[config.mk]
export PLATFORM = sky130hd
export DESIGN_NAME = mcadc_top
export DESIGN_NICKNAME = d
export VERILOG_FILES = /design/src/common/mcadc_pkg.sv /design/src/hw/mcadc_sync.sv /design/src/hw/mcadc_buf2.sv /design/src/hw/mcadc_top.sv
export VERILOG_INCLUDE_DIRS = /design/src /design/src/common
export SDC_FILE = /design/constraint.sdc
export NUM_CORES = 1
export LEC_CHECK = 0
export ABC_AREA = 1
export BUFFER_PORTS_ARGS = -buffer_cell sky130_fd_sc_hd__buf_2
export CAP_MARGIN = 5
export CORE_MARGIN = 5
export CORE_UTILIZATION = 53
export DETAILED_ROUTE_END_ITERATION = 8
export PLACE_DENSITY_LB_ADDON = 0.15
export SYNTH_ARGS = -nofsm -noshare
export SYNTH_HDL_FRONTEND = slang
export SYNTH_SLANG_ARGS = --single-unit
[constraint.sdc]
create_clock -name CLK_SYS -period 2.2 [get_ports CLK_SYS]
set_clock_uncertainty 0.1 [all_clocks]
set_input_delay 0.11 -clock CLK_SYS [delete_from_list [all_inputs] [get_ports CLK_SYS]]
set_output_delay 0.11 -clock CLK_SYS [all_outputs]
set_load 0.1 [all_outputs]
[src/common/mcadc_consts.svh]
// Constants of the multichannel converter parallel interface
// Function
// - Low eight data lines are two-way; upper six lines only drive results.
// - All data lines float whenever read strobe or chip select is high.
// - Enable bit n switches input n on when one, off when zero.
// - Enable bits above the implemented inputs are ignored.
// - Enable bits are captured on the rising store strobe edge with select low.
// - A new enable mask only applies from the next sample start event.
// - Power-down entry or exit leaves the enable register untouched.
// - After power-up the enable register selects all eight inputs.
// - Inputs track while sample start is low; conversion starts on its rise.
// - Result-ready flag pulses low once per result until the sequence ends.
// - Last-result flag goes low when the final result is available.
// - First result at 17th conversion clock, then every third clock.
// - Read strobe low drives the current result; high releases the bus.
// - With eight inputs the last flag falls on clock 38; reads step through.
// - Last result ready 17 plus 3 times (N minus 1) clocks after start.
// - Keep-all-powered high powers every input, low only enabled ones.
// - Power-down high puts the converter into its power-down state.
// - Clock source select high picks the internal clock, low the external.
`ifndef MCADC_CONSTS_SVH
`define MCADC_CONSTS_SVH

// ****************************************************************
// Register and data layout
// ****************************************************************
`define MCADC_NUM_CH 8
`define MCADC_RES_W 14
`define MCADC_LO_W 8
`define MCADC_HI_W 6
`define MCADC_MASK_RESET 8'hff
`define MCADC_IMPL_ALL 8'hff

// ****************************************************************
// Timing
// ****************************************************************
`define MCADC_SYS_HZ 40000000
`define MCADC_INT_CONV_HZ 10000000
`define MCADC_FIRST_TICK 6'h11
`define MCADC_NEXT_TICKS 6'h03

// ****************************************************************
// Pin idle levels: {start, select, read, store, ext clk, pd, keep on, src}
// ****************************************************************
`define MCADC_CTL_W 8
`define MCADC_CTL_IDLE 8'hf0
`define MCADC_DATA_IDLE 8'h00
`define MCADC_CTL_START 7
`define MCADC_CTL_SEL 6
`define MCADC_CTL_RD 5
`define MCADC_CTL_WR 4
`define MCADC_CTL_EXT 3
`define MCADC_CTL_PD 2
`define MCADC_CTL_KEEP 1
`define MCADC_CTL_SRC 0

`endif

[src/common/mcadc_pkg.sv]
// Sequencer state type of the converter interface top module
package mcadc_pkg;
	typedef enum logic [1:0] {ST_IDLE, ST_TRACK, ST_CONV, ST_DONE} mcadc_state_e;
endpackage

[src/hw/mcadc_sync.sv]
// Three-stage pin synchroniser; a bit changes once stages two and three agree
`timescale 1ns/1ps
module mcadc_sync #(
	parameter int W = 1,
	parameter logic [W-1:0] IDLE = '0
) (
	// Clock and reset
	input wire logic clk,
	input wire logic srst,
	// Pins and settled values
	input wire logic [W-1:0] d,
	output logic [W-1:0] q
);
	logic [W-1:0] s1_q;
	logic [W-1:0] s2_q;
	logic [W-1:0] s3_q;
	logic [W-1:0] agree;

	// The first stage feeds only the second
	assign agree = ~(s2_q ^ s3_q);

	always_ff @(posedge clk) begin
		if (srst) begin
			s1_q <= IDLE;
			s2_q <= IDLE;
			s3_q <= IDLE;
			q <= IDLE;
		end else begin
			s1_q <= d;
			s2_q <= s1_q;
			s3_q <= s2_q;
			q <= (agree & s3_q) | (~agree & q);
		end
	end
endmodule

[src/hw/mcadc_buf2.sv]
// Small result buffer with valid and ready on both sides
`timescale 1ns/1ps
module mcadc_buf2 #(
	parameter int W = 15,
	parameter int DEPTH = 2
) (
	// Clock and reset
	input wire logic clk,
	input wire logic srst,
	// Fill side
	input wire logic in_valid,
	output logic in_ready,
	input wire logic [W-1:0] in_data,
	// Drain side
	output logic out_valid,
	input wire logic out_ready,
	output logic [W-1:0] out_data
);
	localparam int AW = (DEPTH > 1) ? $clog2(DEPTH) : 1;

	logic [W-1:0] mem [DEPTH];
	logic [AW-1:0] wp_q;
	logic [AW-1:0] rp_q;
	logic [AW:0] cnt_q;
	logic push;
	logic pop;

	assign in_ready = (cnt_q != (AW+1)'(DEPTH));
	assign out_valid = (cnt_q != '0);
	assign out_data = mem[rp_q];
	assign push = in_valid & in_ready;
	assign pop = out_valid & out_ready;

	always_ff @(posedge clk) begin
		if (push) begin
			mem[wp_q] <= in_data;
		end
	end

	always_ff @(posedge clk) begin
		if (srst) begin
			wp_q <= '0;
			rp_q <= '0;
			cnt_q <= '0;
		end else begin
			if (push) begin
				wp_q <= (wp_q == AW'(DEPTH-1)) ? '0 : wp_q + 1'b1;
			end
			if (pop) begin
				rp_q <= (rp_q == AW'(DEPTH-1)) ? '0 : rp_q + 1'b1;
			end
			cnt_q <= cnt_q + (AW+1)'(push) - (AW+1)'(pop);
		end
	end
endmodule

[src/hw/mcadc_top.sv]
// Digital side of the simultaneous-sampling converter: bus, sequencing, flags
`timescale 1ns/1ps
`include "mcadc_consts.svh"
module mcadc_top #(
	parameter int NUM_IMPL = `MCADC_NUM_CH,
	parameter int SYS_HZ = `MCADC_SYS_HZ,
	parameter int INT_CONV_HZ = `MCADC_INT_CONV_HZ,
	parameter int BUF_DEPTH = 2
) (
	// Clock and reset
	input wire logic CLK_SYS,
	input wire logic SRST,
	// Host control pins
	input wire logic CHIP_SELECT_N,
	input wire logic READ_STROBE_N,
	input wire logic STORE_STROBE_N,
	input wire logic SAMPLE_START_N,
	// Mode pins
	input wire logic POWER_DOWN_IN,
	input wire logic KEEP_ALL_POWERED,
	input wire logic CLOCK_SOURCE_SELECT,
	input wire logic EXT_CONV_CLK,
	// Data bus, low lines two-way
	input wire logic [`MCADC_LO_W-1:0] LOW_DATA_LINES_IN,
	output logic [`MCADC_LO_W-1:0] LOW_DATA_LINES_OUT,
	output logic LOW_DATA_LINES_OE,
	output logic [`MCADC_HI_W-1:0] HIGH_DATA_LINES_OUT,
	output logic HIGH_DATA_LINES_OE,
	// Status flags
	output logic RESULT_READY_FLAG_N,
	output logic LAST_RESULT_FLAG_N,
	// Analog core control
	output logic TRACK_HOLD,
	output logic [2:0] CONV_CHANNEL,
	input wire logic [`MCADC_RES_W-1:0] CONV_RESULT,
	output logic [`MCADC_NUM_CH-1:0] CHANNEL_POWER,
	output logic CORE_POWER_DOWN
);
	localparam int INT_DIV = SYS_HZ / INT_CONV_HZ;
	localparam int DW = (INT_DIV > 1) ? $clog2(INT_DIV) : 1;
	localparam int BW = `MCADC_RES_W + 1;
	localparam logic [`MCADC_NUM_CH-1:0] IMPL_MASK =
		`MCADC_NUM_CH'((`MCADC_NUM_CH+1)'(1) << NUM_IMPL) - 1'b1;

	// ****************************************************************
	// Pin synchronisers
	// ****************************************************************
	logic [`MCADC_CTL_W-1:0] ctl_pins;
	logic [`MCADC_CTL_W-1:0] ctl_s;
	logic [`MCADC_CTL_W-1:0] ctl_prev_q;
	logic [`MCADC_LO_W-1:0] data_s;

	assign ctl_pins = {SAMPLE_START_N, CHIP_SELECT_N, READ_STROBE_N, STORE_STROBE_N,
		EXT_CONV_CLK, POWER_DOWN_IN, KEEP_ALL_POWERED, CLOCK_SOURCE_SELECT};

	mcadc_sync #(.W(`MCADC_CTL_W), .IDLE(`MCADC_CTL_IDLE)) u_ctl_sync (
		.clk(CLK_SYS),
		.srst(SRST),
		.d(ctl_pins),
		.q(ctl_s)
	);

	mcadc_sync #(.W(`MCADC_LO_W), .IDLE(`MCADC_DATA_IDLE)) u_data_sync (
		.clk(CLK_SYS),
		.srst(SRST),
		.d(LOW_DATA_LINES_IN),
		.q(data_s)
	);

	always_ff @(posedge CLK_SYS) begin
		if (SRST) begin
			ctl_prev_q <= `MCADC_CTL_IDLE;
		end else begin
			ctl_prev_q <= ctl_s;
		end
	end

	// ****************************************************************
	// Decoded pin levels and edges
	// ****************************************************************
	wire start_n = ctl_s[`MCADC_CTL_START];
	wire cs_n = ctl_s[`MCADC_CTL_SEL];
	wire rd_n = ctl_s[`MCADC_CTL_RD];
	wire wr_n = ctl_s[`MCADC_CTL_WR];
	wire ext_clk = ctl_s[`MCADC_CTL_EXT];
	wire pd = ctl_s[`MCADC_CTL_PD];
	wire keep_on = ctl_s[`MCADC_CTL_KEEP];
	wire int_src = ctl_s[`MCADC_CTL_SRC];
	wire start_fall = ctl_prev_q[`MCADC_CTL_START] & ~start_n;
	wire start_rise = ~ctl_prev_q[`MCADC_CTL_START] & start_n;
	wire wr_rise = ~ctl_prev_q[`MCADC_CTL_WR] & wr_n;
	wire ext_rise = ~ctl_prev_q[`MCADC_CTL_EXT] & ext_clk;
	wire rd_act = ~cs_n & ~rd_n;
	wire rd_act_prev = ~ctl_prev_q[`MCADC_CTL_SEL] & ~ctl_prev_q[`MCADC_CTL_RD];
	wire rd_begin = rd_act & ~rd_act_prev;
	wire rd_end = ~rd_act & rd_act_prev;

	// ****************************************************************
	// Enable register
	// ****************************************************************
	logic [`MCADC_NUM_CH-1:0] mask_q;
	logic [`MCADC_NUM_CH-1:0] active_q;

	// Power-down does not touch the mask; only a store or reset does
	always_ff @(posedge CLK_SYS) begin
		if (SRST) begin
			mask_q <= `MCADC_MASK_RESET;
		end else if (wr_rise && !cs_n) begin
			mask_q <= data_s;
		end
	end

	// ****************************************************************
	// Conversion clock tick
	// ****************************************************************
	logic [DW-1:0] div_q;
	wire int_tick = (div_q == '0);
	wire conv_tick = int_src ? int_tick : ext_rise;

	always_ff @(posedge CLK_SYS) begin
		if (SRST) begin
			div_q <= '0;
		end else begin
			div_q <= (div_q == DW'(INT_DIV-1)) ? '0 : div_q + 1'b1;
		end
	end

	// ****************************************************************
	// Sequencer
	// ****************************************************************
	mcadc_pkg::mcadc_state_e state_q;
	mcadc_pkg::mcadc_state_e state_d;
	logic [`MCADC_NUM_CH-1:0] pend_q;
	logic [5:0] tick_q;
	logic [5:0] due_q;
	logic [2:0] cur_ch;
	logic buf_in_ready;
	logic buf_out_valid;
	logic [BW-1:0] buf_out_data;

	function automatic logic [2:0] lowest(input logic [`MCADC_NUM_CH-1:0] m);
		logic [2:0] idx;
		idx = '0;
		for (int i = `MCADC_NUM_CH-1; i >= 0; i--) begin
			if (m[i]) begin
				idx = 3'(i);
			end
		end
		return idx;
	endfunction

	assign cur_ch = lowest(pend_q);
	wire [5:0] tick_nx = tick_q + 6'h01;
	wire due_hit = (state_q == mcadc_pkg::ST_CONV) && conv_tick && (tick_nx == due_q);
	// A result that finds the buffer full waits; the tick count halts with it
	wire push = due_hit && buf_in_ready;
	wire [`MCADC_NUM_CH-1:0] pend_left = pend_q & ~(`MCADC_NUM_CH'(1) << cur_ch);
	wire push_last = (pend_left == '0);
	wire [`MCADC_NUM_CH-1:0] sel_mask = mask_q & IMPL_MASK;

	always_comb begin
		state_d = state_q;
		case (state_q)
			mcadc_pkg::ST_IDLE: begin
				if (start_fall) begin
					state_d = mcadc_pkg::ST_TRACK;
				end
			end
			mcadc_pkg::ST_TRACK: begin
				if (start_rise) begin
					state_d = (active_q == '0) ? mcadc_pkg::ST_DONE : mcadc_pkg::ST_CONV;
				end
			end
			mcadc_pkg::ST_CONV: begin
				if (push && push_last) begin
					state_d = mcadc_pkg::ST_DONE;
				end
			end
			mcadc_pkg::ST_DONE: begin
				if (start_fall) begin
					state_d = mcadc_pkg::ST_TRACK;
				end
			end
			default: begin
				state_d = mcadc_pkg::ST_IDLE;
			end
		endcase
		if (pd) begin
			state_d = mcadc_pkg::ST_IDLE;
		end
	end

	always_ff @(posedge CLK_SYS) begin
		if (SRST) begin
			state_q <= mcadc_pkg::ST_IDLE;
		end else begin
			state_q <= state_d;
		end
	end

	always_ff @(posedge CLK_SYS) begin
		if (SRST) begin
			active_q <= `MCADC_MASK_RESET;
			pend_q <= '0;
			tick_q <= '0;
			due_q <= `MCADC_FIRST_TICK;
		end else if (start_fall && state_d == mcadc_pkg::ST_TRACK) begin
			active_q <= sel_mask;
		end else if (state_q == mcadc_pkg::ST_TRACK && start_rise) begin
			pend_q <= active_q;
			tick_q <= '0;
			due_q <= `MCADC_FIRST_TICK;
		end else if (push) begin
			pend_q <= pend_left;
			tick_q <= tick_nx;
			due_q <= due_q + `MCADC_NEXT_TICKS;
		end else if (state_q == mcadc_pkg::ST_CONV && conv_tick && !due_hit) begin
			tick_q <= tick_nx;
		end
	end

	// ****************************************************************
	// Result buffer and result store
	// ****************************************************************
	logic [`MCADC_RES_W-1:0] res_mem [`MCADC_NUM_CH];
	logic [3:0] wr_cnt_q;
	logic [2:0] rd_ptr_q;
	wire store_ready = (wr_cnt_q != 4'(`MCADC_NUM_CH));
	wire store = buf_out_valid && store_ready;
	wire seq_start = (state_q == mcadc_pkg::ST_TRACK) && start_rise;

	mcadc_buf2 #(.W(BW), .DEPTH(BUF_DEPTH)) u_buf (
		.clk(CLK_SYS),
		.srst(SRST),
		.in_valid(due_hit),
		.in_ready(buf_in_ready),
		.in_data({push_last, CONV_RESULT}),
		.out_valid(buf_out_valid),
		.out_ready(store_ready),
		.out_data(buf_out_data)
	);

	always_ff @(posedge CLK_SYS) begin
		if (store) begin
			res_mem[wr_cnt_q[2:0]] <= buf_out_data[`MCADC_RES_W-1:0];
		end
	end

	always_ff @(posedge CLK_SYS) begin
		if (SRST || seq_start) begin
			wr_cnt_q <= '0;
		end else if (store) begin
			wr_cnt_q <= wr_cnt_q + 4'h1;
		end
	end

	// ****************************************************************
	// Flags
	// ****************************************************************
	logic rdy_n_q;
	logic last_n_q;

	// Ready flag stays low until the next conversion clock tick so a slow host sees it
	always_ff @(posedge CLK_SYS) begin
		if (SRST) begin
			rdy_n_q <= 1'b1;
			last_n_q <= 1'b1;
		end else begin
			if (store) begin
				rdy_n_q <= 1'b0;
			end else if (conv_tick) begin
				rdy_n_q <= 1'b1;
			end
			if (store && buf_out_data[BW-1]) begin
				last_n_q <= 1'b0;
			end else if (seq_start && active_q == '0) begin
				last_n_q <= 1'b0;
			end else if (start_fall || pd) begin
				last_n_q <= 1'b1;
			end
		end
	end

	// ****************************************************************
	// Read path
	// ****************************************************************
	logic [`MCADC_RES_W-1:0] dout_q;
	logic oe_q;

	always_ff @(posedge CLK_SYS) begin
		if (SRST) begin
			dout_q <= '0;
			oe_q <= 1'b0;
			rd_ptr_q <= '0;
		end else begin
			oe_q <= rd_act;
			if (rd_begin) begin
				dout_q <= res_mem[rd_ptr_q];
			end
			if (seq_start) begin
				rd_ptr_q <= '0;
			end else if (rd_end) begin
				rd_ptr_q <= rd_ptr_q + 3'h1;
			end
		end
	end

	// ****************************************************************
	// Analog core control
	// ****************************************************************
	logic track_q;
	logic [2:0] conv_ch_q;
	logic [`MCADC_NUM_CH-1:0] ch_pwr_q;
	logic pd_q;

	always_ff @(posedge CLK_SYS) begin
		if (SRST) begin
			track_q <= 1'b0;
			conv_ch_q <= '0;
			ch_pwr_q <= '0;
			pd_q <= 1'b0;
		end else begin
			track_q <= (state_d == mcadc_pkg::ST_TRACK);
			conv_ch_q <= (state_d == mcadc_pkg::ST_CONV) ? lowest(pend_q) : '0;
			pd_q <= pd;
			if (pd) begin
				ch_pwr_q <= '0;
			end else if (keep_on) begin
				ch_pwr_q <= IMPL_MASK;
			end else begin
				ch_pwr_q <= active_q;
			end
		end
	end

	// ****************************************************************
	// Outputs
	// ****************************************************************
	assign LOW_DATA_LINES_OUT = dout_q[`MCADC_LO_W-1:0];
	assign HIGH_DATA_LINES_OUT = dout_q[`MCADC_RES_W-1:`MCADC_LO_W];
	assign LOW_DATA_LINES_OE = oe_q;
	assign HIGH_DATA_LINES_OE = oe_q;
	assign RESULT_READY_FLAG_N = rdy_n_q;
	assign LAST_RESULT_FLAG_N = last_n_q;
	assign TRACK_HOLD = track_q;
	assign CONV_CHANNEL = conv_ch_q;
	assign CHANNEL_POWER = ch_pwr_q;
	assign CORE_POWER_DOWN = pd_q;
endmodule

==> run_results.csv <==
group,metric,value,unit
placement,hpwl,14600,µm
setup_path,cp_data_arrival_time,2.54,ns
pwr,internal_power,10.1,mW
timing,worst_hold_slack,0.168,ns
clock_tree,root_buffer,"clkbuf_16",
logic_synthesis,netlist-cell-type-count,45,
clock_tree,cts_tree,"yes",
floorplanning,num_rows,53,
clock_tree,clk_path_buf_depth,3,
route,drt_wl_total,23200,µm
clock_tree,clock_latency,0.55,ns
timing,finalCritPeriodShare,0.999,
run_status,status,"finished, final reports clean",
setup_path,r2r_cells,14,
logic_synthesis,synth_top_area_frac,0.381,
route,drt_iter0_drc,422,
logic_synthesis,synth_warnings,0,
placement,gp_congestion,0.791,
grt,grt_max_degree,59,
timing,finalSetupViolCount,0,
logic_synthesis,yosysMostFrequentCell,"dfxtp_1",
floorplanning,chipWidth,155,µm
route,firstDrtPassIters,5,
final_layout,fin_nets,1240,
setup_path,end_kind,"flip-flop",
timing,timing.final.hold_violations,0,
logic_synthesis,synth_cells,1048,
floorplanning,dieArea,24100,µm²
logic_synthesis,synthesis.nets,1092,
timing,rsz0062_at_grt,"true",
final_layout,multiInputGateArea,3480,µm²
timing,clock.fmax,455,MHz
grt,track_usage,0.193,
setup_path,path_max_fanout,8,
timing,maxSlewHeadroom,0.506,
floorplanning,core_area,20900,µm²
pwr,clkPwrFrac,0.413,
pwr,pwr-share-seq,0.484,
timing,drv_slew,0,
clock_tree,cts_buffers,29,
floorplanning,die_y,155,µm
pwr,ir_drop,698,µV
pwr,p_sw,3.07,mW
route,drc,0,
floorplanning,ios,63,
route,wl_per_cell,15.5,µm
pwr,finalPower,13.2,mW
clock_tree,cts.sinks,293,
logic_synthesis,netlist_top_cells_area,"edfxtp_1 38%, dfxtp_1 27%, nor2_1 4.8%, nand2_1 4.5%, inv_1 3.5%",
logic_synthesis,ys_ff_latch,293,
placement,post_dp_cell_area,12200,µm²
logic_synthesis,ys_seq_area_frac,0.651,
job,cap_violations,0,
hold_path,min_path_type,"input port to flip-flop",
grt,grt_pass1_wl,37800,µm
hold_path,hold_depth,3,
setup_path,critPathKind,"flip-flop to flip-flop",
final_layout,fin_area,13900,µm²
route,num_vias,7687,
timing,period_minus_slack,2.20,ns
logic_synthesis,syn_area,11200,µm²
pwr,power_frac_comb,0.103,
final_layout,fill_cells,1591,
timing,worst_pin_slew,0.742,ns
grt,antenna_found_initial,1,
floorplanning,start_util,0.536,
final_layout,syn_to_final_growth,23.9,%
final_layout,seq_area,7300,µm²
logic_synthesis,synthFlopType,"dfxtp_1",
final_layout,layout-drive-gt1-share,0.225,
logic_synthesis,synth_top_area_cell,"edfxtp_1",
logic_synthesis,synth_edf_count,142,
grt,grt_pass1_vias,7596,
timing,finalSetupTns,0,ns
setup_path,cp-start-kind,"flip-flop",
route,vias_per_cell,5.14,
logic_synthesis,synthTopCellsByCount,"151 x dfxtp_1, 142 x edfxtp_1, 142 x nor2_1, 133 x nand2_1, 104 x inv_1",
placement,io_buffer_count,62,
grt,grt_overflow_total,0,
clock_tree,clk_pin_slew,0.06,ns
clock_tree,htree_num_levels,1,
final_layout,fin_util,0.664,
pwr,power_density,948,nW/µm²
pwr,p_leak,5.56,nW
logic_synthesis,synthArstFlopShare,0,
setup_path,cp.required,2.55,ns
route,ant_nets,0,
logic_synthesis,synth_area_per_cell,10.7,µm²
pwr,switching_share,0.234,
==> what timing repair did <==
action	4_1_cts	5_1_grt
endpoints found under the hold margin	58	0
gates resized for setup	6	42
hold buffers	31	0
buffers inserted	3	4
pin swaps	4	18
gates cloned	1	2
setup endpoints to repair	10	61
==> power by group through the flow <==
stage | Combinational [mW] | Clock (mW) | Sequential (mW)
floorplan | 0.704 | 0 | 6.59
detailed placement | 1.28 | 0 | 6.48
global placement | 1.26 | 0 | 6.47
finish | 1.35 | 5.43 | 6.37
global route | 1.50 | 5.76 | 6.40
CTS | 1.34 | 5.54 | 6.37
==> state kept, by name, summed over array words and instances (netlist names), 2 cells and up, named ones only <==
register,cells
u_data_sync.s2_q,8
res_mem,112
u_buf.cnt_q,2
pend_q,8
active_q,8
mask_q,8
u_data_sync.s3_q,8
u_ctl_sync.s2_q,8
u_data_sync.s1_q,8
CONV_CHANNEL,3
u_ctl_sync.s1_q,8
rd_ptr_q,3
state_q,2
ctl_prev_q,6
div_q,2
u_buf.mem,30
wr_cnt_q,4
dout_q,14
due_q,6
u_ctl_sync.s3_q,8
tick_q,6
CHANNEL_POWER,8
==> path summary, 6_finish.rpt <==
path	start	end	slack (ns)
worst max-delay path	tick_q[1]	tick_q[3]	0.003
worst min-delay path	SAMPLE_START_N	u_ctl_sync.s1_q[7]	0.17
worst max register to register	tick_q[1]	tick_q[3]	0.003
worst min register to register	u_data_sync.s1_q[4]	u_data_sync.s2_q[4]	0.30
==> stage by stage <==
step           worst slack (ns)  instances
6_report                0.00280       1495
5_1_grt                  -0.152       1495
4_1_cts                 0.00165       1489
3_5_place_dp            -0.0455       1401
3_3_place_gp            0.00338       1401
2_1_floorplan           0.00225       1048
==> placed cells by master, fill, tap and decap left out, drive strengths merged <==
master and n:
a211oi 2, a21oi 66, a31oi 1, buf 127, bufinv 3, clkbuf 44
clkinv 8, dfxtp 151, diode 1, dlygate4sd3 31, edfxtp 142, ha 12
inv 108, mux2 14, mux2i 21, nand2 141, nand3 35, nand3b 2
nand4 6, nor2 153, nor3 6, nor3b 3, o211ai 14, o21a 1
o21ai 72, o21bai 2, o221ai 22, o31ai 1, o32ai 7, or2 15
xnor2 2, xnor3 1, xor2 6
==> metal layers <==
metal | global-route usage | share of wire | vias to the layer above
met1 | 0.252 | 0.44 | 3627
met5 | 0 | 0 | -
li1 | - | - | 3858
met3 | 0.0350 | 0.050 | 46
met4 | 0.0542 | 0.022 | 0
met2 | 0.331 | 0.49 | 156
==> worst max-delay path: stages (launching register included) <==
cell and delay [ns]:
dfxtp_2 0.36, ha_4 0.16, nand3_2 0.10, xor2_1 0.17, nand2_1 0.08, nand3_2 0.08, nor2_4 0.16, nand3_4 0.11
o21bai_4 0.12, nand2_2 0.07, nand2_4 0.13, nand2_8 0.11, buf_6 0.15, a21oi_2 0.12, nor2_1 0.06
==> cell families (layout without fill, tap and decap cells) <==
kind of cell / after synthesis / after routing / synth area share
AOI/OAI and AO/OA: 188 / 188 / 0.0987
xor gates and xnor gates: 9 / 9 / 0.00827
adders and majority gates: 12 / 12 / 0.0134
buffers and inverters: 153 / 321 / 0.0545
DFF: 293 / 293 / 0.651
muxes: 35 / 35 / 0.0329
other: 0 / 1 / 0
and+or+nand+nor: 358 / 361 / 0.141
==> final cells by class <==
| class | instances | area share |
|---|---|---|
| inverters | 109 | 0.0299 |
| diodes | 1 | 0.000180 |
| flip-flops and latches | 293 | 0.526 |
| well taps | 275 | 0.0248 |
| clock buffers | 44 | 0.0690 |
| clock inverters | 10 | 0.0105 |
| multi-input cells | 605 | 0.251 |
| repair buffers | 158 | 0.0885 |
(Power assumes the default switching activity.)
